[src/logic/acq_pkg.sv]
// shared constants and types for the acquisition controller
`default_nettype none
package acq_pkg;
    // clocking
    localparam int SYS_HZ = 25_000_000;
    localparam int SAMP_HZ_MAX = 500_000;
    localparam logic [8:0] SAMP_CYC_MAX = 9'(SYS_HZ / SAMP_HZ_MAX);
    localparam int BOOT_TIME_NS = 10_000;
    localparam logic [7:0] BOOT_CYC = 8'((BOOT_TIME_NS * (SYS_HZ / 1_000_000) + 999) / 1000);
    localparam int STRETCH_NS = 200;
    localparam logic [3:0] STRETCH_CYC = 4'((STRETCH_NS * (SYS_HZ / 1_000_000) + 999) / 1000);
    // slave address
    localparam logic [6:0] SLAVE_ADDR_BASE = 7'h48;
    // register indices
    localparam logic [7:0] IDX_RES_LO = 8'h00;
    localparam logic [7:0] IDX_RES_HI = 8'h01;
    localparam logic [7:0] IDX_CFG0 = 8'h02;
    localparam logic [7:0] IDX_CFG5 = 8'h07;
    // field positions
    localparam int START_BIT = 7;
    localparam int ECNT_LSB = 5;
    localparam int OVS_LSB = 2;
    localparam int RUN_BIT = 1;
    localparam int BUSY_BIT = 7;
    localparam int RESTORE_BIT = 6;
    // reset values and writable masks, element 0 is conversion_control
    localparam logic [5:0][7:0] CFG_RST = {8'h00, 8'h00, 8'h0C, 8'hC0, 8'hF0, 8'h28};
    localparam logic [5:0][7:0] CFG_WMASK = {8'h3F, 8'h7F, 8'hFF, 8'hFF, 8'hFF, 8'h7E};
    // result limits
    localparam logic signed [31:0] CODE_MAX = 32'sh0000_7FFF;
    localparam logic [3:0] SHIFT_TOP = 4'hC;

    typedef enum logic [5:0] {
        S_IDLE = 6'h01,
        S_ADDR = 6'h02,
        S_ACK = 6'h04,
        S_WR = 6'h08,
        S_RD = 6'h10,
        S_RACK = 6'h20
    } bus_state_t;

    typedef enum logic [1:0] {
        C_IDLE = 2'h1,
        C_RUN = 2'h2
    } conv_state_t;

    typedef struct packed {
        logic [1:0] modulator_bias_sel;
        logic [1:0] amplifier_bias_sel;
        logic [3:0] enable;
        logic [1:0] sample_clock_sel;
        logic stage1_gain;
        logic [1:0] stage2_gain;
        logic [3:0] stage2_offset;
        logic [6:0] stage3_gain;
        logic [6:0] stage3_offset;
        logic [4:0] input_select;
        logic reference_select;
    } analog_cfg_t;
endpackage
`default_nettype wire

[src/logic/adc_acquisition_control.sv]
// acquisition controller: two-wire slave, register bank, conversion sequencer
`default_nettype none
module adc_acquisition_control
    import acq_pkg::*;
(
    // clock and reset
    input wire logic i_clk_sys,
    input wire logic i_rst_b,
    // two-wire bus, open drain
    input wire logic i_scl,
    output logic o_scl_o,
    output logic o_scl_oe,
    input wire logic i_sda,
    output logic o_sda_o,
    output logic o_sda_oe,
    // trim and modulator
    input wire logic [2:0] i_addr_trim,
    input wire logic i_mod_bit,
    // status and analog controls
    output logic o_samp_tick,
    output logic o_chop,
    output logic o_ready,
    output logic o_busy,
    output logic o_osc_en,
    output analog_cfg_t o_cfg
);

    logic rst_meta_r;
    logic rst_n_r;

    always_ff @(posedge i_clk_sys or negedge i_rst_b) begin
        if (!i_rst_b) begin
            rst_meta_r <= 1'b0;
            rst_n_r <= 1'b0;
        end else begin
            rst_meta_r <= 1'b1;
            rst_n_r <= rst_meta_r;
        end
    end

    // boot phase: trim load before the bus is served
    logic [7:0] boot_cnt_r;
    logic booting_r;
    logic [6:0] slave_addr_r;

    always_ff @(posedge i_clk_sys or negedge rst_n_r) begin
        if (!rst_n_r) begin
            boot_cnt_r <= 8'h00;
            booting_r <= 1'b1;
            slave_addr_r <= SLAVE_ADDR_BASE;
        end else if (booting_r) begin
            if (boot_cnt_r == BOOT_CYC - 8'h01) begin
                booting_r <= 1'b0;
                slave_addr_r <= SLAVE_ADDR_BASE | {4'h0, i_addr_trim};
            end else begin
                boot_cnt_r <= boot_cnt_r + 8'h01;
            end
        end
    end

    // bus line edges
    logic scl_q_r;
    logic sda_q_r;
    logic scl_rise;
    logic scl_fall;
    logic start_det;
    logic stop_det;

    always_ff @(posedge i_clk_sys or negedge rst_n_r) begin
        if (!rst_n_r) begin
            scl_q_r <= 1'b1;
            sda_q_r <= 1'b1;
        end else begin
            scl_q_r <= i_scl;
            sda_q_r <= i_sda;
        end
    end

    assign scl_rise = i_scl & ~scl_q_r;
    assign scl_fall = ~i_scl & scl_q_r;
    assign start_det = i_scl & scl_q_r & sda_q_r & ~i_sda;
    assign stop_det = i_scl & scl_q_r & ~sda_q_r & i_sda;

    // register bank storage
    logic [5:0][7:0] cfg_r;
    logic [15:0] res_r;
    logic busy_r;
    logic [7:0] rd_data;
    logic [7:0] idx_r;

    always_comb begin
        rd_data = 8'h00;
        if (idx_r == IDX_RES_LO) begin
            rd_data = res_r[7:0];
        end else if (idx_r == IDX_RES_HI) begin
            rd_data = res_r[15:8];
        end else if (idx_r >= IDX_CFG0 && idx_r <= IDX_CFG5) begin
            rd_data = cfg_r[3'(idx_r - IDX_CFG0)];
            if (idx_r == IDX_CFG5) begin
                rd_data[BUSY_BIT] = busy_r;
            end
        end
    end

    // slave only, clock held only to stretch
    bus_state_t bus_st_r;
    logic [7:0] shreg_r;
    logic [3:0] bitcnt_r;
    logic rw_r;
    logic idx_phase_r;
    logic nack_r;
    logic [3:0] stretch_r;
    logic sda_oe_r;
    logic scl_oe_r;
    logic wr_en_r;
    logic [7:0] wr_idx_r;
    logic [7:0] wr_data_r;

    always_ff @(posedge i_clk_sys or negedge rst_n_r) begin
        if (!rst_n_r) begin
            bus_st_r <= S_IDLE;
            shreg_r <= 8'h00;
            bitcnt_r <= 4'h0;
            rw_r <= 1'b0;
            idx_phase_r <= 1'b0;
            idx_r <= 8'h00;
            nack_r <= 1'b0;
            stretch_r <= 4'h0;
            sda_oe_r <= 1'b0;
            scl_oe_r <= 1'b0;
            wr_en_r <= 1'b0;
            wr_idx_r <= 8'h00;
            wr_data_r <= 8'h00;
        end else begin
            wr_en_r <= 1'b0;
            if (stretch_r != 4'h0) begin
                stretch_r <= stretch_r - 4'h1;
                if (stretch_r == 4'h1) begin
                    scl_oe_r <= 1'b0;
                end
            end
            if (booting_r || stop_det) begin
                bus_st_r <= S_IDLE;
                sda_oe_r <= 1'b0;
                scl_oe_r <= 1'b0;
                stretch_r <= 4'h0;
            end else if (start_det) begin
                bus_st_r <= S_ADDR;
                bitcnt_r <= 4'h0;
                sda_oe_r <= 1'b0;
            end else begin
                unique case (bus_st_r)
                    S_IDLE: begin
                    end
                    S_ADDR, S_WR: begin
                        if (scl_rise) begin
                            shreg_r <= {shreg_r[6:0], i_sda};
                            bitcnt_r <= bitcnt_r + 4'h1;
                        end
                        if (scl_fall && bitcnt_r == 4'h8) begin
                            bitcnt_r <= 4'h0;
                            if (bus_st_r == S_WR || shreg_r[7:1] == slave_addr_r) begin
                                bus_st_r <= S_ACK;
                                sda_oe_r <= 1'b1;
                                scl_oe_r <= 1'b1;
                                stretch_r <= STRETCH_CYC;
                            end else begin
                                bus_st_r <= S_IDLE;
                            end
                            if (bus_st_r == S_ADDR) begin
                                rw_r <= shreg_r[0];
                                idx_phase_r <= ~shreg_r[0];
                            end else if (idx_phase_r) begin
                                idx_r <= shreg_r;
                                idx_phase_r <= 1'b0;
                            end else begin
                                wr_en_r <= 1'b1;
                                wr_idx_r <= idx_r;
                                wr_data_r <= shreg_r;
                                idx_r <= idx_r + 8'h01;
                            end
                        end
                    end
                    S_ACK: begin
                        if (scl_fall) begin
                            if (rw_r) begin
                                bus_st_r <= S_RD;
                                sda_oe_r <= ~rd_data[7];
                                shreg_r <= {rd_data[6:0], 1'b0};
                                bitcnt_r <= 4'h1;
                                idx_r <= idx_r + 8'h01;
                            end else begin
                                bus_st_r <= S_WR;
                                sda_oe_r <= 1'b0;
                            end
                        end
                    end
                    S_RD: begin
                        if (scl_fall) begin
                            if (bitcnt_r == 4'h8) begin
                                sda_oe_r <= 1'b0;
                                bus_st_r <= S_RACK;
                                bitcnt_r <= 4'h0;
                            end else begin
                                sda_oe_r <= ~shreg_r[7];
                                shreg_r <= {shreg_r[6:0], 1'b0};
                                bitcnt_r <= bitcnt_r + 4'h1;
                            end
                        end
                    end
                    S_RACK: begin
                        if (scl_rise) begin
                            nack_r <= i_sda;
                        end
                        if (scl_fall) begin
                            if (nack_r) begin
                                bus_st_r <= S_IDLE;
                            end else begin
                                bus_st_r <= S_RD;
                                sda_oe_r <= ~rd_data[7];
                                shreg_r <= {rd_data[6:0], 1'b0};
                                bitcnt_r <= 4'h1;
                                idx_r <= idx_r + 8'h01;
                            end
                        end
                    end
                endcase
            end
        end
    end

    // configuration registers
    logic start_pend_r;
    logic restore_r;
    logic launch;
    logic [2:0] wr_off;

    assign wr_off = 3'(wr_idx_r - IDX_CFG0);

    always_ff @(posedge i_clk_sys or negedge rst_n_r) begin
        if (!rst_n_r) begin
            cfg_r <= CFG_RST;
            restore_r <= 1'b0;
        end else begin
            restore_r <= 1'b0;
            if (wr_en_r && wr_idx_r >= IDX_CFG0 && wr_idx_r <= IDX_CFG5) begin
                if (wr_idx_r == IDX_CFG5 && wr_data_r[RESTORE_BIT]) begin
                    cfg_r <= CFG_RST;
                    restore_r <= 1'b1;
                end else begin
                    cfg_r[wr_off] <= wr_data_r & CFG_WMASK[wr_off];
                end
            end
        end
    end

    always_ff @(posedge i_clk_sys or negedge rst_n_r) begin
        if (!rst_n_r) begin
            start_pend_r <= 1'b0;
        end else if (wr_en_r && wr_idx_r == IDX_CFG0 && wr_data_r[START_BIT]) begin
            start_pend_r <= 1'b1;
        end else if (launch) begin
            start_pend_r <= 1'b0;
        end
    end

    // conversion sequencer
    conv_state_t cst_r;
    logic [8:0] div_r;
    logic [8:0] period_l;
    logic [10:0] samp_cnt_r;
    logic [10:0] ovs_last;
    logic [2:0] elem_cnt_r;
    logic [2:0] ecnt_last;
    logic [1:0] ecnt_l;
    logic [2:0] ovs_l;
    logic chop_r;
    logic signed [14:0] acc_r;
    logic signed [14:0] acc_nxt;
    logic signed [31:0] code_wide;
    logic [15:0] code_sat;
    logic [3:0] shift_amt;
    logic tick;
    logic done_w;
    logic continuous_run;
    logic ready_r;
    logic samp_tick_r;

    assign continuous_run = cfg_r[0][RUN_BIT];
    assign ovs_last = (11'h008 << ovs_l) - 11'h001;
    assign ecnt_last = 3'((4'h1 << ecnt_l) - 4'h1);
    assign tick = cst_r == C_RUN && div_r == period_l - 9'h001;
    assign done_w = tick && samp_cnt_r == ovs_last && elem_cnt_r == ecnt_last;
    assign launch = restore_r || ((cst_r == C_IDLE || done_w) && (start_pend_r || continuous_run));

    assign acc_nxt = acc_r + ((i_mod_bit ^ chop_r) ? 15'sh0001 : -15'sh0001);
    assign shift_amt = SHIFT_TOP - {1'b0, ovs_l} - {2'b00, ecnt_l};
    assign code_wide = 32'(acc_nxt) <<< shift_amt;
    assign code_sat = (code_wide > CODE_MAX) ? CODE_MAX[15:0] : code_wide[15:0];

    always_ff @(posedge i_clk_sys or negedge rst_n_r) begin
        if (!rst_n_r) begin
            cst_r <= C_IDLE;
            busy_r <= 1'b0;
            div_r <= 9'h000;
            period_l <= SAMP_CYC_MAX;
            samp_cnt_r <= 11'h000;
            elem_cnt_r <= 3'h0;
            ecnt_l <= 2'h0;
            ovs_l <= 3'h0;
            chop_r <= 1'b0;
            acc_r <= 15'sh0000;
        end else if (launch) begin
            cst_r <= C_RUN;
            busy_r <= 1'b1;
            div_r <= 9'h000;
            // every rate divided from one clock
            period_l <= SAMP_CYC_MAX << (2'h3 - cfg_r[2][7:6]);
            samp_cnt_r <= 11'h000;
            elem_cnt_r <= 3'h0;
            ecnt_l <= cfg_r[0][ECNT_LSB +: 2];
            ovs_l <= cfg_r[0][OVS_LSB +: 3];
            chop_r <= 1'b0;
            acc_r <= 15'sh0000;
        end else if (done_w) begin
            cst_r <= C_IDLE;
            busy_r <= 1'b0;
        end else if (tick) begin
            div_r <= 9'h000;
            acc_r <= acc_nxt;
            if (samp_cnt_r == ovs_last) begin
                samp_cnt_r <= 11'h000;
                chop_r <= ~chop_r;
                elem_cnt_r <= elem_cnt_r + 3'h1;
            end else begin
                samp_cnt_r <= samp_cnt_r + 11'h001;
            end
        end else if (cst_r == C_RUN) begin
            div_r <= div_r + 9'h001;
        end
    end

    always_ff @(posedge i_clk_sys or negedge rst_n_r) begin
        if (!rst_n_r) begin
            res_r <= 16'h0000;
            ready_r <= 1'b0;
            samp_tick_r <= 1'b0;
        end else begin
            ready_r <= done_w;
            samp_tick_r <= tick;
            if (done_w) begin
                res_r <= code_sat;
            end
        end
    end

    logic osc_en_r;
    logic zero_r;

    always_ff @(posedge i_clk_sys or negedge rst_n_r) begin
        if (!rst_n_r) begin
            osc_en_r <= 1'b1;
            zero_r <= 1'b0;
        end else begin
            osc_en_r <= booting_r || bus_st_r != S_IDLE || busy_r || !i_scl || !i_sda;
            zero_r <= 1'b0;
        end
    end

    assign o_scl_o = zero_r;
    assign o_scl_oe = scl_oe_r;
    assign o_sda_o = zero_r;
    assign o_sda_oe = sda_oe_r;
    assign o_samp_tick = samp_tick_r;
    assign o_chop = chop_r;
    assign o_ready = ready_r;
    assign o_busy = busy_r;
    assign o_osc_en = osc_en_r;

    // one assignment for the whole struct keeps a single driver on it
    assign o_cfg = '{
        modulator_bias_sel: cfg_r[1][7:6],
        amplifier_bias_sel: cfg_r[1][5:4],
        enable: cfg_r[1][3:0],
        sample_clock_sel: cfg_r[2][7:6],
        stage1_gain: cfg_r[3][7],
        stage2_gain: cfg_r[2][5:4],
        stage2_offset: cfg_r[2][3:0],
        stage3_gain: cfg_r[3][6:0],
        stage3_offset: cfg_r[4][6:0],
        input_select: cfg_r[5][5:1],
        reference_select: cfg_r[5][0]
    };

    // independent sample count, cross-checks the nested counters
    logic [13:0] samp_seen_r;

    always_ff @(posedge i_clk_sys or negedge rst_n_r) begin
        if (!rst_n_r) begin
            samp_seen_r <= 14'h0000;
        end else if (launch) begin
            samp_seen_r <= 14'h0000;
        end else if (tick) begin
            samp_seen_r <= samp_seen_r + 14'h0001;
        end
    end
endmodule
`default_nettype wire

[config.mk]
export PLATFORM = sky130hd
export DESIGN_NAME = adc_acquisition_control
export DESIGN_NICKNAME = d
export VERILOG_FILES = /design/src/logic/acq_pkg.sv /design/src/logic/adc_acquisition_control.sv
export SDC_FILE = /design/constraint.sdc
export NUM_CORES = 1
export LEC_CHECK = 0
export ABC_AREA = 1
export BUFFER_PORTS_ARGS = -buffer_cell sky130_fd_sc_hd__clkbuf_2
export CAP_MARGIN = 5
export CORE_MARGIN = 2
export CORE_UTILIZATION = 32
export DETAILED_ROUTE_END_ITERATION = 16
export GPL_TIMING_DRIVEN = 0
export PLACE_DENSITY = 0.44
export SYNTH_ARGS = -nofsm -noshare
export SYNTH_HDL_FRONTEND = slang
export SYNTH_SLANG_ARGS = --single-unit
[constraint.sdc]
create_clock -name i_clk_sys -period 14.15 [get_ports i_clk_sys]
set_input_delay 2.1225 -clock i_clk_sys [delete_from_list [all_inputs] [get_ports i_clk_sys]]
set_output_delay 2.1225 -clock i_clk_sys [all_outputs]
set_load 0.005 [all_outputs]
* Word level (Yosys, flattened, before mapping) *
Memories as Yosys holds them, arrays and structs flattened.
Cells that the tools add are included.

operators by class
  add/sub/neg operators = 16
  order comparisons = 8
  equal/unequal tests = 42
  shift-type cells = 4
  muxes and demuxes = 110
  bitwise operators = 22
  reductions and logical operators = 49

operator list
  cell                  count
  $mux 8                20
  $mux 15               4
  $mux 4                15
  $bwmux 48             1
  $mux 48               1
  $mux 11               4
  $mux 6                7
  $mux 1                37
  $mux 9                4
  $gt 32x16->1 const B  1
  $ne 4x4->1 const B    8
  $pmux 8 s4            1
  $sshl 15x4->32        1
  $bmux 8 s3            1
  $demux 8 s3           1
  $pmux 6 s4            1
  $pmux 8 s3            1
  $ne 2x2->1 const B    10
  $add 8x1->8 const B   2
  $eq 8x3->1 const B    2
  $ge 8x2->1 const B    2
  $le 8x3->1 const B    2
  $mux 16               1
  $pmux 4 s4            1
  other kinds (63)      123

storage, ports and cells
  register bits = 193
  bits in read-only memories = 64
  input port bits = 8
  word-level logic and storage cells = 294
  memories = 1

memories
  name              depth  bits a word  rd ports  clocked after Yosys merged registers in  write ports  line                            RTL
  (name not given)  8      8            1         0                                        0            adc_acquisition_control.sv:251  cfg_r[wr_off] <= wr_data_r & CFG_WMASK[wr_off];

* Depth between registers and ports, before layout *
Gate-level depths: netlist of the first run.

  depth in word-level cells = 13
  mapped depth = 27

* Worst setup path after synthesis of the first run *
OpenSTA, ideal clock, no wires.

  path kind = input port to flip-flop
  start point = input port i_mod_bit
  end point = register res_r[10]
  setup time = 127 ps
  arrival time = 4273 ps
  data required time = 14023 ps
  setup slack = 9750 ps
  stages = 25
  path buffers = 3
  path through = inv_1 -> nand2_4 -> nand2_4 -> buf_6 -> ha_1 -> buf_2 -> nand3_1 -> nand2_1 -> inv_1 -> nand2_1 -> a21oi_1 -> nand2_1 -> nand2_1 -> nand3_1 -> nand3_1 -> nand3_1 -> nand2_1 -> nand2_1 -> nor2_1 -> nand2_1 -> nand2_1 -> nand2_2 -> nand2_4 -> buf_8 -> a21oi_2

between the ends
  cells in the longest elaborated chain, start to end = 6

RTL lines
  element               line                            RTL
  start, declared       adc_acquisition_control.sv:18   input wire logic i_mod_bit,
  $xor 1x1->1 *         adc_acquisition_control.sv:296  assign acc_nxt = acc_r + ((i_mod_bit ^ chop_r) ? 15'sh0001 : -15'sh0001);
  $mux 15 *             adc_acquisition_control.sv:296
  $add 15x15->15 *      adc_acquisition_control.sv:296
  $sshl 15x4->32 *      adc_acquisition_control.sv:298  assign code_wide = 32'(acc_nxt) <<< shift_amt;
  $gt 32x16->1          adc_acquisition_control.sv:299  assign code_sat = (code_wide > CODE_MAX) ? CODE_MAX[15:0] : code_wide[15:0];
  $mux 16 *             adc_acquisition_control.sv:299
  end signal, assigned  adc_acquisition_control.sv:352  res_r <= code_sat;
  end, declared         adc_acquisition_control.sv:86   logic [15:0] res_r;

Mark *: on every way between the ends. The rest lies on a longest branch, timed or not.
A chain may end at the register's enable or synchronous reset.

* Final worst setup path of the first run *
  start point = input port i_mod_bit
  end point = register res_r[8]

Same word-level chain as after synthesis.

==> impl_metrics.yaml, run 1 <==
drt:
  antenna_left: 0
  firstDrtPassIters: 5
  drt-initial-drc-count: 630
  drcViolationCount: 0
  totalWireLength_um: 36000
  viasPerCell: 4.86
  detail_route.wl_per_cell_um: 16.2
  dr_total_vias: 10800
sta:
  achievable-frequency_mhz: 217
  setup_viol: 0
  layout_min_cycle_time_ps: 4610
  final_hold_vio_count: 0
  setup_total_negative_slack_ps: 0
  timing_max_transition_violations_final: 0
  fin_crit_sh_pct: 32.6
  slew-limit-headroom_pct: 35.8
  rsz_0062_raised_after_global_routing: "false"
  tightestPinTransition_ps: 954
  clock_skew_ps: 13.5
clock_network:
  clk_pin_slew_ps: 80
  root_buffer: "sky130_fd_sc_hd__clkbuf_16"
  number_of_cts_inserted_buffers: 17
  cts_max_path_buffers: 2
  cts-hold-fix-buffers: 0
  clock-sinks: 191
  cts_post_setup_buffers_inserted: 0
  insertion_delay_ps: 450
  clock_tree_from_tritoncts: "yes"
  cts-resized-gates: 0
  cts_htree_levels: 4
power:
  total_leakage_power_nw: 6.46
  vdd.ir_drop.worst_v: 0.0000972
  power_per_cell_area_mw_per_mm2: 118
global_routing:
  antenna_found_initial: 0
  wire_length_of_the_first_global_routing_pass_um: 58900
  grt_start_max_net_pins: 68
  grt.overflow.total: 0
  number_of_global_route_vias_before_repair: 10600
  global_route.usage.total_pct: 19.4
setup_path:
  worstSetupStartpoint: "i_mod_bit"
  critical_path.reg2reg.endpoint: "acc_r[0]"
  worst_setup_path_start_kind: "primary input"
  timing.setup.critical_path_class: "primary input to register"
  path_max_fanout: 10
  arrival_ps: 4940
  crit_end: "res_r[8]"
  critPathCaptureType: "register"
  reg2reg_from: "period_l[1]"
  reg2reg_setup_slack_ps: 10660
  reg2regPathDepth: 17
  cp_data_required_time_ps: 14480
logic_synthesis:
  seq_area_frac_synth_pct: 39.9
  syn-mean-instance-area_um2: 7.43
  synth-edff-count: 0
  netlist_instances: 1622
  fraction_of_the_mapped_netlist_area_in_simple_logic_gates_pct: 27.1
  postSynthRegisterBits: 191
  post_synth_fa_ha_maj_area_fraction_pct: 3.07
  synthMuxAreaShare_pct: 0.280
  synth-async-reset-ratio_pct: 100
  postSynth.topFlopCell: "sky130_fd_sc_hd__dfrtp_1"
  yosys_warnings: 0
  ys_types: 55
  synth-xor-area-share_pct: 3.56
  synthesis.area_mm2: 0.0120
  compound_gate_portion_of_the_synthesized_area_pct: 15.2
  synth_top_family_by_area: "simple AND/OR/NAND/NOR gates"
run_status:
  outcome: "finished clean"
cells_and_area:
  finalNetCount: 1733
  antenna-diode-count: 0
  syn_to_final_growth_pct: 13.1
  final_core_util_pct: 36.4
  post_route_cells_drive_above_1_share_pct: 13.3
floorplanning:
  die_h_um: 198
  io_pins: 54
  dieArea_mm2: 0.0392
  floorplan.initialDensity_pct: 32.2
  core_ar_mm2: 0.0374
  die_x_um: 198
  placementRows: 71
hold_path:
  timing.hold.worst.class: "register to async pin"
placement:
  dpl.hpwl_um: 28100
  numPortBuffers: 51
  gp_routability_congestion: 0.884
flow_run:
  cap_violations: 0
worst max-delay path, stage by stage:
cell                       delay [ps]
sky130_fd_sc_hd__clkbuf_2         100
sky130_fd_sc_hd__nand2_2          190
sky130_fd_sc_hd__nand2_4          160
sky130_fd_sc_hd__buf_6            180
sky130_fd_sc_hd__ha_1             260
sky130_fd_sc_hd__buf_2            170
sky130_fd_sc_hd__nand3_1           90
sky130_fd_sc_hd__nand2_1           50
sky130_fd_sc_hd__inv_1             50
sky130_fd_sc_hd__nand2_1           60
sky130_fd_sc_hd__a21oi_1          230
sky130_fd_sc_hd__nand2_1          100
sky130_fd_sc_hd__nand2_1          100
sky130_fd_sc_hd__nand3_1          110
sky130_fd_sc_hd__nand3_1          110
sky130_fd_sc_hd__nand3_1           80
sky130_fd_sc_hd__nand2_1          100
sky130_fd_sc_hd__nand2_1           50
sky130_fd_sc_hd__nor2_1            90
sky130_fd_sc_hd__nand2_1           60
sky130_fd_sc_hd__nand2_1           70
sky130_fd_sc_hd__nand2_2           60
sky130_fd_sc_hd__nand2_4          110
sky130_fd_sc_hd__buf_8            170
sky130_fd_sc_hd__a21oi_2           60
cells by family after synthesis:
| logic type | count (synthesis) |
|---|---|
| DFF | 191 |
| and+or+nand+nor | 742 |
| buffers and inverters | 288 |
| muxes | 3 |
| AOI/OAI and AO/OA | 318 |
| adders and majority gates | 29 |
| xor gates and xnor gates | 49 |
| other | 2 |
metrics by stage:
| step | power (mW) | cell area, um2 | hold slack (ps) | setup WS, ps | instances |
|---|---|---|---|---|---|
| 3_3_place_gp | 1.11 | 12900 | 337 | 5540 | 2185 |
| 4_1_cts | 1.62 | 13600 | 262 | 9580 | 2220 |
| 2_1_floorplan | 0.971 | 12100 | 331 | 8470 | 1623 |
| 5_1_grt | 1.72 | 13600 | 277 | 9240 | 2220 |
| 6_report | 1.60 | 13600 | 237 | 9540 | 2220 |
| 3_5_place_dp | 1.11 | 13000 | 253 | 9100 | 2188 |
placed cells by master, fill, tap and decap left out, types with 37 or more instances in the layout:
cell type / n
sky130_fd_sc_hd__xor2_1: 37
sky130_fd_sc_hd__a21oi_1: 54
sky130_fd_sc_hd__nand3_1: 145
sky130_fd_sc_hd__nand2_1: 348
sky130_fd_sc_hd__nor2_1: 141
sky130_fd_sc_hd__clkbuf_2: 52
sky130_fd_sc_hd__o21ai_0: 164
sky130_fd_sc_hd__dfrtp_1: 171
sky130_fd_sc_hd__inv_1: 192
sky130_fd_sc_hd__buf_4: 42
registers in the layout (all words and copies together), names as in the netlist, 6 cells and up:
register / flops
o_cfg: 37
res_r: 16
acc_r: 15
cfg_r: 11
samp_cnt_r: 11
div_r: 9
boot_cnt_r: 8
idx_r: 8
period_l: 8
shreg_r: 8
wr_data_r: 8
wr_idx_r: 8
bus_st_r: 6
layout make-up:
type	instances	area [um2]
plain buffers	88	557
clock buffers	19	443
clock inverters	13	149
fillers	4024	23800
inverters	200	751
multi-input cells	1144	5940
flip-flops and latches	191	4810
well taps	511	639
repair buffers	54	338
layer usage:
layer	global-route usage (%)	up-vias	wire, um
met4	4.46	0	375
met5	0	-	0
li1	-	5461	-
met3	2.54	21	984
met1	27.4	5167	18000
met2	31.5	136	16700
power breakdown:
part,internal (mW),leakage [nW],switching (mW)
clock network,0.255,0.284,0.245
registers,0.605,2.31,0.0533
logic,0.141,3.87,0.302
total,1.00,6.46,0.600
cell usage after synthesis (13+ instances only):
library cell               number  share of area (%)
sky130_fd_sc_hd__nor2_1       141                4.4
sky130_fd_sc_hd__nand2_2       21                1.1
sky130_fd_sc_hd__o211ai_1      19                1.2
sky130_fd_sc_hd__o22ai_1       20                1.0
sky130_fd_sc_hd__nor4_1        13               0.68
sky130_fd_sc_hd__buf_4         42                2.6
sky130_fd_sc_hd__dfrtp_1      172                 36
sky130_fd_sc_hd__o21ai_0      164                6.8
sky130_fd_sc_hd__nand2_1      348                 11
sky130_fd_sc_hd__clkbuf_1      28               0.87
sky130_fd_sc_hd__nand3_1      145                6.0
sky130_fd_sc_hd__ha_1          28                2.9
sky130_fd_sc_hd__inv_1        192                6.0
sky130_fd_sc_hd__a21oi_1       54                2.2
sky130_fd_sc_hd__dfstp_2       19                4.1
sky130_fd_sc_hd__xor2_1        37                2.7
sky130_fd_sc_hd__nor3_1        33                1.4
worst min path at each step:
| stage | start | endpoint | slack (ps) | cells after the start |
|---|---|---|---|---|
| global placement | rst_meta_r | rst_n_r | 340 | 0 |
| detailed placement | rst_n_r | boot_cnt_r[0] | 250 | 0 |
| finish | rst_n_r | boot_cnt_r[0] | 240 | 0 |
| floorplan | rst_meta_r | rst_n_r | 330 | 0 |
| CTS | rst_n_r | boot_cnt_r[0] | 260 | 0 |
| global route | rst_n_r | boot_cnt_r[0] | 280 | 0 |
(Power assumes the default switching activity.)
==> run 2, diff against run 1 <==
--- a/config.mk
+++ b/config.mk
@@ -5,7 +5,7 @@
 export SDC_FILE = /design/constraint.sdc
 export NUM_CORES = 1
 export LEC_CHECK = 0
-export ABC_AREA = 1
+export ABC_AREA = 0
 export BUFFER_PORTS_ARGS = -buffer_cell sky130_fd_sc_hd__clkbuf_2
 export CAP_MARGIN = 5
 export CORE_MARGIN = 2
==> constraint.sdc (replaced) <==
create_clock -name i_clk_sys -period 4.7 [get_ports i_clk_sys]
set_input_delay 0.705 -clock i_clk_sys [delete_from_list [all_inputs] [get_ports i_clk_sys]]
set_output_delay 0.705 -clock i_clk_sys [all_outputs]
set_load 0.005 [all_outputs]
==> impl_metrics.yaml, run 2 <==
run_status:
  outcome: "finished clean"
cells_and_area:
  final_core_util_pct: 37.1
  layout_common_cells: "sky130_fd_sc_hd__dfrtp_1 (171), sky130_fd_sc_hd__nand2_1 (121), sky130_fd_sc_hd__nor2_1 (111), sky130_fd_sc_hd__o21ai_0 (78), sky130_fd_sc_hd__a21oi_1 (68)"
  most_common_library_cell_in_the_layout_ignoring_fill_and_taps: "sky130_fd_sc_hd__dfrtp_1"
  finalNetCount: 1426
  antenna-diode-count: 0
  filler_cell_count: 3810
  syn_to_final_growth_pct: 13.9
  largest_register_ffs: 37
  post_route_cells_drive_above_1_share_pct: 18.5
  count_of_placed_standard_cells_in_the_final_layout_fillers_left_out: 1870
logic_synthesis:
  synth-async-reset-ratio_pct: 100
  synth.area.top_cells: "sky130_fd_sc_hd__dfrtp_1 (36%), sky130_fd_sc_hd__dfstp_2 (4.2%), sky130_fd_sc_hd__nand2_1 (3.8%)"
  synthDominantCellAreaShare_pct: 35.9
  netlist_instances: 1307
  dominant_cell_by_count_in_the_synthesized_netlist: "sky130_fd_sc_hd__dfrtp_1"
  synthesis.area_mm2: 0.0120
  postSynth.topFlopCell: "sky130_fd_sc_hd__dfrtp_1"
  yosys_warnings: 0
  post_synth_fa_ha_maj_area_fraction_pct: 3.09
  seq_area_frac_synth_pct: 40.0
  ys_types: 89
  synth_top_cells_by_count: "sky130_fd_sc_hd__dfrtp_1 (172), sky130_fd_sc_hd__nand2_1 (121), sky130_fd_sc_hd__nor2_1 (111), sky130_fd_sc_hd__o21ai_0 (78), sky130_fd_sc_hd__a21oi_1 (68)"
  synth_top_family_by_area: "simple AND/OR/NAND/NOR gates"
  compound_gate_portion_of_the_synthesized_area_pct: 17.6
  synthMuxAreaShare_pct: 8.21
  postSynthRegisterBits: 191
  fraction_of_the_mapped_netlist_area_in_simple_logic_gates_pct: 20.2
  synth-xor-area-share_pct: 4.23
  syn-mean-instance-area_um2: 9.18
  synth-edff-count: 0
  yosysTopAreaCell: "sky130_fd_sc_hd__dfrtp_1"
placement:
  dp.cells: 1830
  numPortBuffers: 51
  dpl.hpwl_um: 26100
  post-place-ws_ps: -774
  gp_routability_congestion: 0.861
setup_path:
  critPathCaptureType: "register"
  cp_data_required_time_ps: 5040
  path_max_fanout: 10
  arrival_ps: 4820
  worst_setup_path_start_kind: "register"
  timing.setup.critical_path_class: "register to register"
sta:
  final_hold_vio_count: 0
  tightestPinTransition_ps: 1080
  timing_max_transition_violations_final: 0
  postLayoutSetupSlackWorst_ps: 214
  layout_min_cycle_time_ps: 4490
  achievable-frequency_mhz: 223
  setup_total_negative_slack_ps: 0
  fin_crit_sh_pct: 95.4
  clock_skew_ps: 11.8
  slew-limit-headroom_pct: 27.3
  setup_viol: 0
floorplanning:
  core_ar_mm2: 0.0368
  floorplan.initialDensity_pct: 32.6
  io_pins: 54
  die_h_um: 198
  placementRows: 70
  die_x_um: 198
  dieArea_mm2: 0.0390
global_routing:
  global_route.usage.total_pct: 18.8
  number_of_global_route_vias_before_repair: 9752
  wire_length_of_the_first_global_routing_pass_um: 57300
  antenna_found_initial: 0
  grt.overflow.total: 0
  grt_start_max_net_pins: 60
clock_network:
  insertion_delay_ps: 450
  cts_htree_levels: 4
  clk_pin_slew_ps: 80
  number_of_cts_inserted_buffers: 17
  clock_tree_from_tritoncts: "yes"
  root_buffer: "sky130_fd_sc_hd__clkbuf_16"
  cts_max_path_buffers: 2
  clock-sinks: 191
power:
  combinational_share_of_power_pct: 9.9
  total_leakage_power_nw: 6.08
  p_sw_mw: 1.01
  post-layout-total-power_mw: 3.67
  power_per_cell_area_mw_per_mm2: 269
  internal_power_mw: 2.66
  netSwitchingFraction_pct: 27.5
  vdd.ir_drop.worst_v: 0.000244
  share_clk_of_total_power_pct: 41.8
  pwr-share-seq_pct: 48.3
drt:
  drcViolationCount: 0
  wirelength_met1_um: 17600
  detail_route.wl_per_cell_um: 18.9
  top_layer: "met4"
  met3_length_um: 1370
  viasPerCell: 5.43
  drt-initial-drc-count: 691
  detailroute.wirelength.met2_um: 15900
  totalWireLength_um: 35400
  antenna_left: 0
  dr_total_vias: 10200
  firstDrtPassIters: 5
flow_run:
  cap_violations: 0
hold_path:
  timing.hold.worst.class: "register to register"
-- run 2: changes by cell type in the layout (fill, tap and decap cells not counted), sizes merged, moves of 34 or more --
| cell | before | now |
|---|---|---|
| nand3 | 154 | 44 |
| inv | 201 | 54 |
| nor2 | 145 | 111 |
| o21ai | 174 | 91 |
| a22o | 0 | 34 |
| nand2 | 372 | 121 |
-- run 2: per-layer routing --
metal	vias up	track usage, %
met1	5025	27.6
met4	0	4.40
li1	4910	-
met5	-	0
met2	193	28.7
met3	33	3.33
-- run 2: timing repair --
action / CTS / global route
pin swaps: 0 / 2
endpoints found under the setup margin: 16 / 16
gates resized for setup: 5 / 12
hold endpoints to repair: 2 / 0
buffers inserted: 0 / 7
hold buffers: 1 / 0
gates cloned: 0 / 0
-- run 2: worst paths after layout --
check	slack (ps)	endpoint	start	cells past startpoint
max	210	res_r[14]	o_chop	15
min	360	rst_n_r	rst_meta_r	0
min in group asynchronous	390	bus_st_r[3]	rst_n_r	0
max reg2reg	210	res_r[14]	o_chop	15
min reg2reg	360	rst_n_r	rst_meta_r	0
max in group asynchronous	3200	period_l[5]	rst_n_r	2
-- run 2: logic make-up (layout without fill, tap and decap cells) --
group / after synthesis / count (layout)
AND/OR/NAND/NOR: 477 / 477
AO/OA/AOI/OAI: 315 / 315
flip-flops: 191 / 191
buffers and inverters: 158 / 252
multiplexers: 77 / 77
XOR/XNOR: 58 / 58
adder cells (fa/ha/maj): 29 / 29
other: 2 / 3
-- run 2: critical path, stage by stage (launching register included) --
cell and delay [ps]:
sky130_fd_sc_hd__dfrtp_1 440, sky130_fd_sc_hd__xor2_2 300, sky130_fd_sc_hd__buf_4 280, sky130_fd_sc_hd__clkbuf_4 270, sky130_fd_sc_hd__xnor2_1 90, sky130_fd_sc_hd__ha_1 230
sky130_fd_sc_hd__or4_1 550, sky130_fd_sc_hd__a2111oi_4 450, sky130_fd_sc_hd__nor3_1 130, sky130_fd_sc_hd__nor2b_2 220, sky130_fd_sc_hd__nand2_1 120, sky130_fd_sc_hd__a311oi_4 420
sky130_fd_sc_hd__o22ai_2 230, sky130_fd_sc_hd__buf_2 240, sky130_fd_sc_hd__nor4_1 300, sky130_fd_sc_hd__a21oi_1 100
-- run 2: area by class of cell --
class	instances	area, um2	share of cell area [%]
multi-input cells	959	6470	47.4
plain buffers	110	618	4.53
flip-flops and latches	191	4810	35.2
repair buffers	62	393	2.88
clock buffers	17	425	3.11
well taps	468	586	4.29
inverters	48	180	1.32
clock inverters	15	176	1.29
-- run 2: power groups by stage --
| stage | Sequential, mW | Combinational, mW | Clock (mW) |
|---|---|---|---|
| global route | 1.79 | 0.417 | 1.65 |
| floorplan | 1.80 | 0.249 | 0 |
| detailed placement | 1.81 | 0.355 | 0 |
| finish | 1.77 | 0.364 | 1.54 |
| global placement | 1.83 | 0.316 | 0 |
| CTS | 1.78 | 0.357 | 1.59 |
-- run 2: per-stage QoR --
step                      hold slack [ps]  area (um2)
after CTS                             363       13600
after global placement                338       12800
after global routing                  364       13700
final                                 358       13700
after detailed placement              344       12900
after floorplan                       331       12000
==> run 3, diff against run 2 <==
--- a/config.mk
+++ b/config.mk
@@ -12,7 +12,7 @@
 export CORE_UTILIZATION = 32
 export DETAILED_ROUTE_END_ITERATION = 16
 export GPL_TIMING_DRIVEN = 0
-export PLACE_DENSITY = 0.44
+export PLACE_DENSITY = 0.46
 export SYNTH_ARGS = -nofsm -noshare
 export SYNTH_HDL_FRONTEND = slang
 export SYNTH_SLANG_ARGS = --single-unit
==> constraint.sdc (replaced) <==
create_clock -name i_clk_sys -period 3.8 [get_ports i_clk_sys]
set_input_delay 0.57 -clock i_clk_sys [delete_from_list [all_inputs] [get_ports i_clk_sys]]
set_output_delay 0.57 -clock i_clk_sys [all_outputs]
set_load 0.005 [all_outputs]
==> impl_metrics.yaml, run 3 (synthesized netlist as in run 2, its figures left out) <==
floorplanning:
  dieArea_mm2: 0.0390
  placementRows: 70
  floorplan.initialDensity_pct: 32.6
  die_x_um: 198
  io_pins: 54
  die_h_um: 198
  core_ar_mm2: 0.0368
setup_path:
  reg2regPathDepth: 15
  timing.setup.critical_path_class: "register to register"
  critical_path.reg2reg.endpoint: "res_r[11]"
  cp_data_required_time_ps: 4140
  reg2reg_from: "o_chop"
  worst_setup_path_start_kind: "register"
  reg2reg_setup_slack_ps: 140
  arrival_ps: 4000
  path_max_fanout: 5
  critPathCaptureType: "register"
run_status:
  outcome: "finished clean"
cells_and_area:
  antenna-diode-count: 0
  layout_common_cells: "sky130_fd_sc_hd__dfrtp_1 (170), sky130_fd_sc_hd__nand2_1 (120), sky130_fd_sc_hd__nor2_1 (110), sky130_fd_sc_hd__o21ai_0 (76), sky130_fd_sc_hd__a21oi_1 (63)"
  finalNetCount: 1434
  most_common_library_cell_in_the_layout_ignoring_fill_and_taps: "sky130_fd_sc_hd__dfrtp_1"
  count_of_placed_standard_cells_in_the_final_layout_fillers_left_out: 1878
  final_core_util_pct: 38.0
  largest_register_ffs: 37
  syn_to_final_growth_pct: 16.7
  post_route_cells_drive_above_1_share_pct: 21.7
sta:
  setup_total_negative_slack_ps: 0
  tightestPinTransition_ps: 862
  rsz_0062_raised_after_global_routing: "true"
  achievable-frequency_mhz: 273
  setup_viol: 0
  slew-limit-headroom_pct: 42.1
  timing_max_transition_violations_final: 0
  layout_min_cycle_time_ps: 3660
  fin_crit_sh_pct: 96.3
  final_hold_vio_count: 0
  clock_skew_ps: 16.9
placement:
  dpl.hpwl_um: 25700
  dp.cells: 1830
  gp_routability_congestion: 0.858
  numPortBuffers: 51
power:
  vdd.ir_drop.worst_v: 0.000347
  post-layout-total-power_mw: 4.44
  power_per_cell_area_mw_per_mm2: 317
  total_leakage_power_nw: 6.18
flow_run:
  cap_violations: 0
clock_network:
  root_buffer: "sky130_fd_sc_hd__clkbuf_16"
  clk_pin_slew_ps: 70
  clock-sinks: 191
  insertion_delay_ps: 460
  cts_htree_levels: 4
  clock_tree_from_tritoncts: "yes"
  cts_max_path_buffers: 2
  number_of_cts_inserted_buffers: 17
drt:
  viasPerCell: 5.45
  drcViolationCount: 0
  drt-initial-drc-count: 599
  dr_total_vias: 10200
  firstDrtPassIters: 5
  detail_route.wl_per_cell_um: 18.8
  antenna_left: 0
  totalWireLength_um: 35300
hold_path:
  hold_start: "i_scl"
  timing.hold.worst.class: "primary input to register"
  hold_depth: 1
  hold-path-endpoint: "scl_q_r"
global_routing:
  antenna_found_initial: 0
  global_route.usage.total_pct: 18.6
  grt.overflow.total: 0
  grt_start_max_net_pins: 57
  wire_length_of_the_first_global_routing_pass_um: 56900
  number_of_global_route_vias_before_repair: 9992
run 3: area by class of cell:
| class | instances | area, um2 |
|---|---|---|
| well taps | 468 | 586 |
| inverters | 48 | 180 |
| multi-input cells | 959 | 6750 |
| clock inverters | 9 | 83.8 |
| flip-flops and latches | 191 | 4810 |
| fillers | 3780 | 22800 |
| clock buffers | 23 | 458 |
| plain buffers | 106 | 627 |
| repair buffers | 74 | 499 |
run 3: worst max-delay path, cell delays in order (launching register included):
cell and delay (ps):
sky130_fd_sc_hd__dfrtp_2 450, sky130_fd_sc_hd__xor2_4 250, sky130_fd_sc_hd__buf_8 150, sky130_fd_sc_hd__xnor2_2 70, sky130_fd_sc_hd__ha_2 180, sky130_fd_sc_hd__or4_4 470, sky130_fd_sc_hd__a2111oi_4 430, sky130_fd_sc_hd__nor3_4 110
sky130_fd_sc_hd__nor2b_4 170, sky130_fd_sc_hd__nand2_2 90, sky130_fd_sc_hd__a311oi_4 310, sky130_fd_sc_hd__buf_4 170, sky130_fd_sc_hd__nor2_4 40, sky130_fd_sc_hd__o41ai_4 380, sky130_fd_sc_hd__buf_4 220, sky130_fd_sc_hd__a21oi_1 60
run 3: worst max-delay path by stage:
| stage | slack, ps | to | cells after the start | start |
|---|---|---|---|---|
| 2_1_floorplan | 6 | res_r[12] | 15 | i_mod_bit |
| 3_3_place_gp | -1010 | res_r[9] | 17 | i_mod_bit |
| 3_5_place_dp | -940 | res_r[12] | 17 | i_mod_bit |
| 4_1_cts | -40 | res_r[1] | 16 | o_chop |
| 5_1_grt | -30 | res_r[7] | 12 | acc_r[11] |
| 6_report | 140 | res_r[11] | 15 | o_chop |
run 3: where the power goes:
group          internal (mW)  switching (mW)  total (mW)
clock                  0.871           0.873        1.74
sequential              2.11          0.0900        2.20
combinational          0.215           0.278       0.493
total                   3.19            1.24        4.44
run 3: metrics by stage:
stage	hold slack, ps	instance area (um2)	setup slack (ps)
2_1_floorplan	274	12000	5.63
3_3_place_gp	338	12900	-1010
3_5_place_dp	344	13000	-939
4_1_cts	284	13800	-44.2
5_1_grt	301	14000	-34.1
6_report	301	14000	139
run 3: what timing repair did:
action,4_1_cts,5_1_grt
setup endpoints to repair,16,37
endpoints found under the hold margin,2,0
buffers inserted,11,7
gates cloned,1,0
pin swaps,11,14
gates resized for setup,39,39
hold buffers,1,0
run 3: per-layer routing:
layer	wire (um)	up-vias	global-route usage [%]
met5	0	-	0
met4	455	0	5.07
met3	1150	32	2.34
met2	15900	223	28.5
met1	17900	5063	27.5
li1	-	4925	-
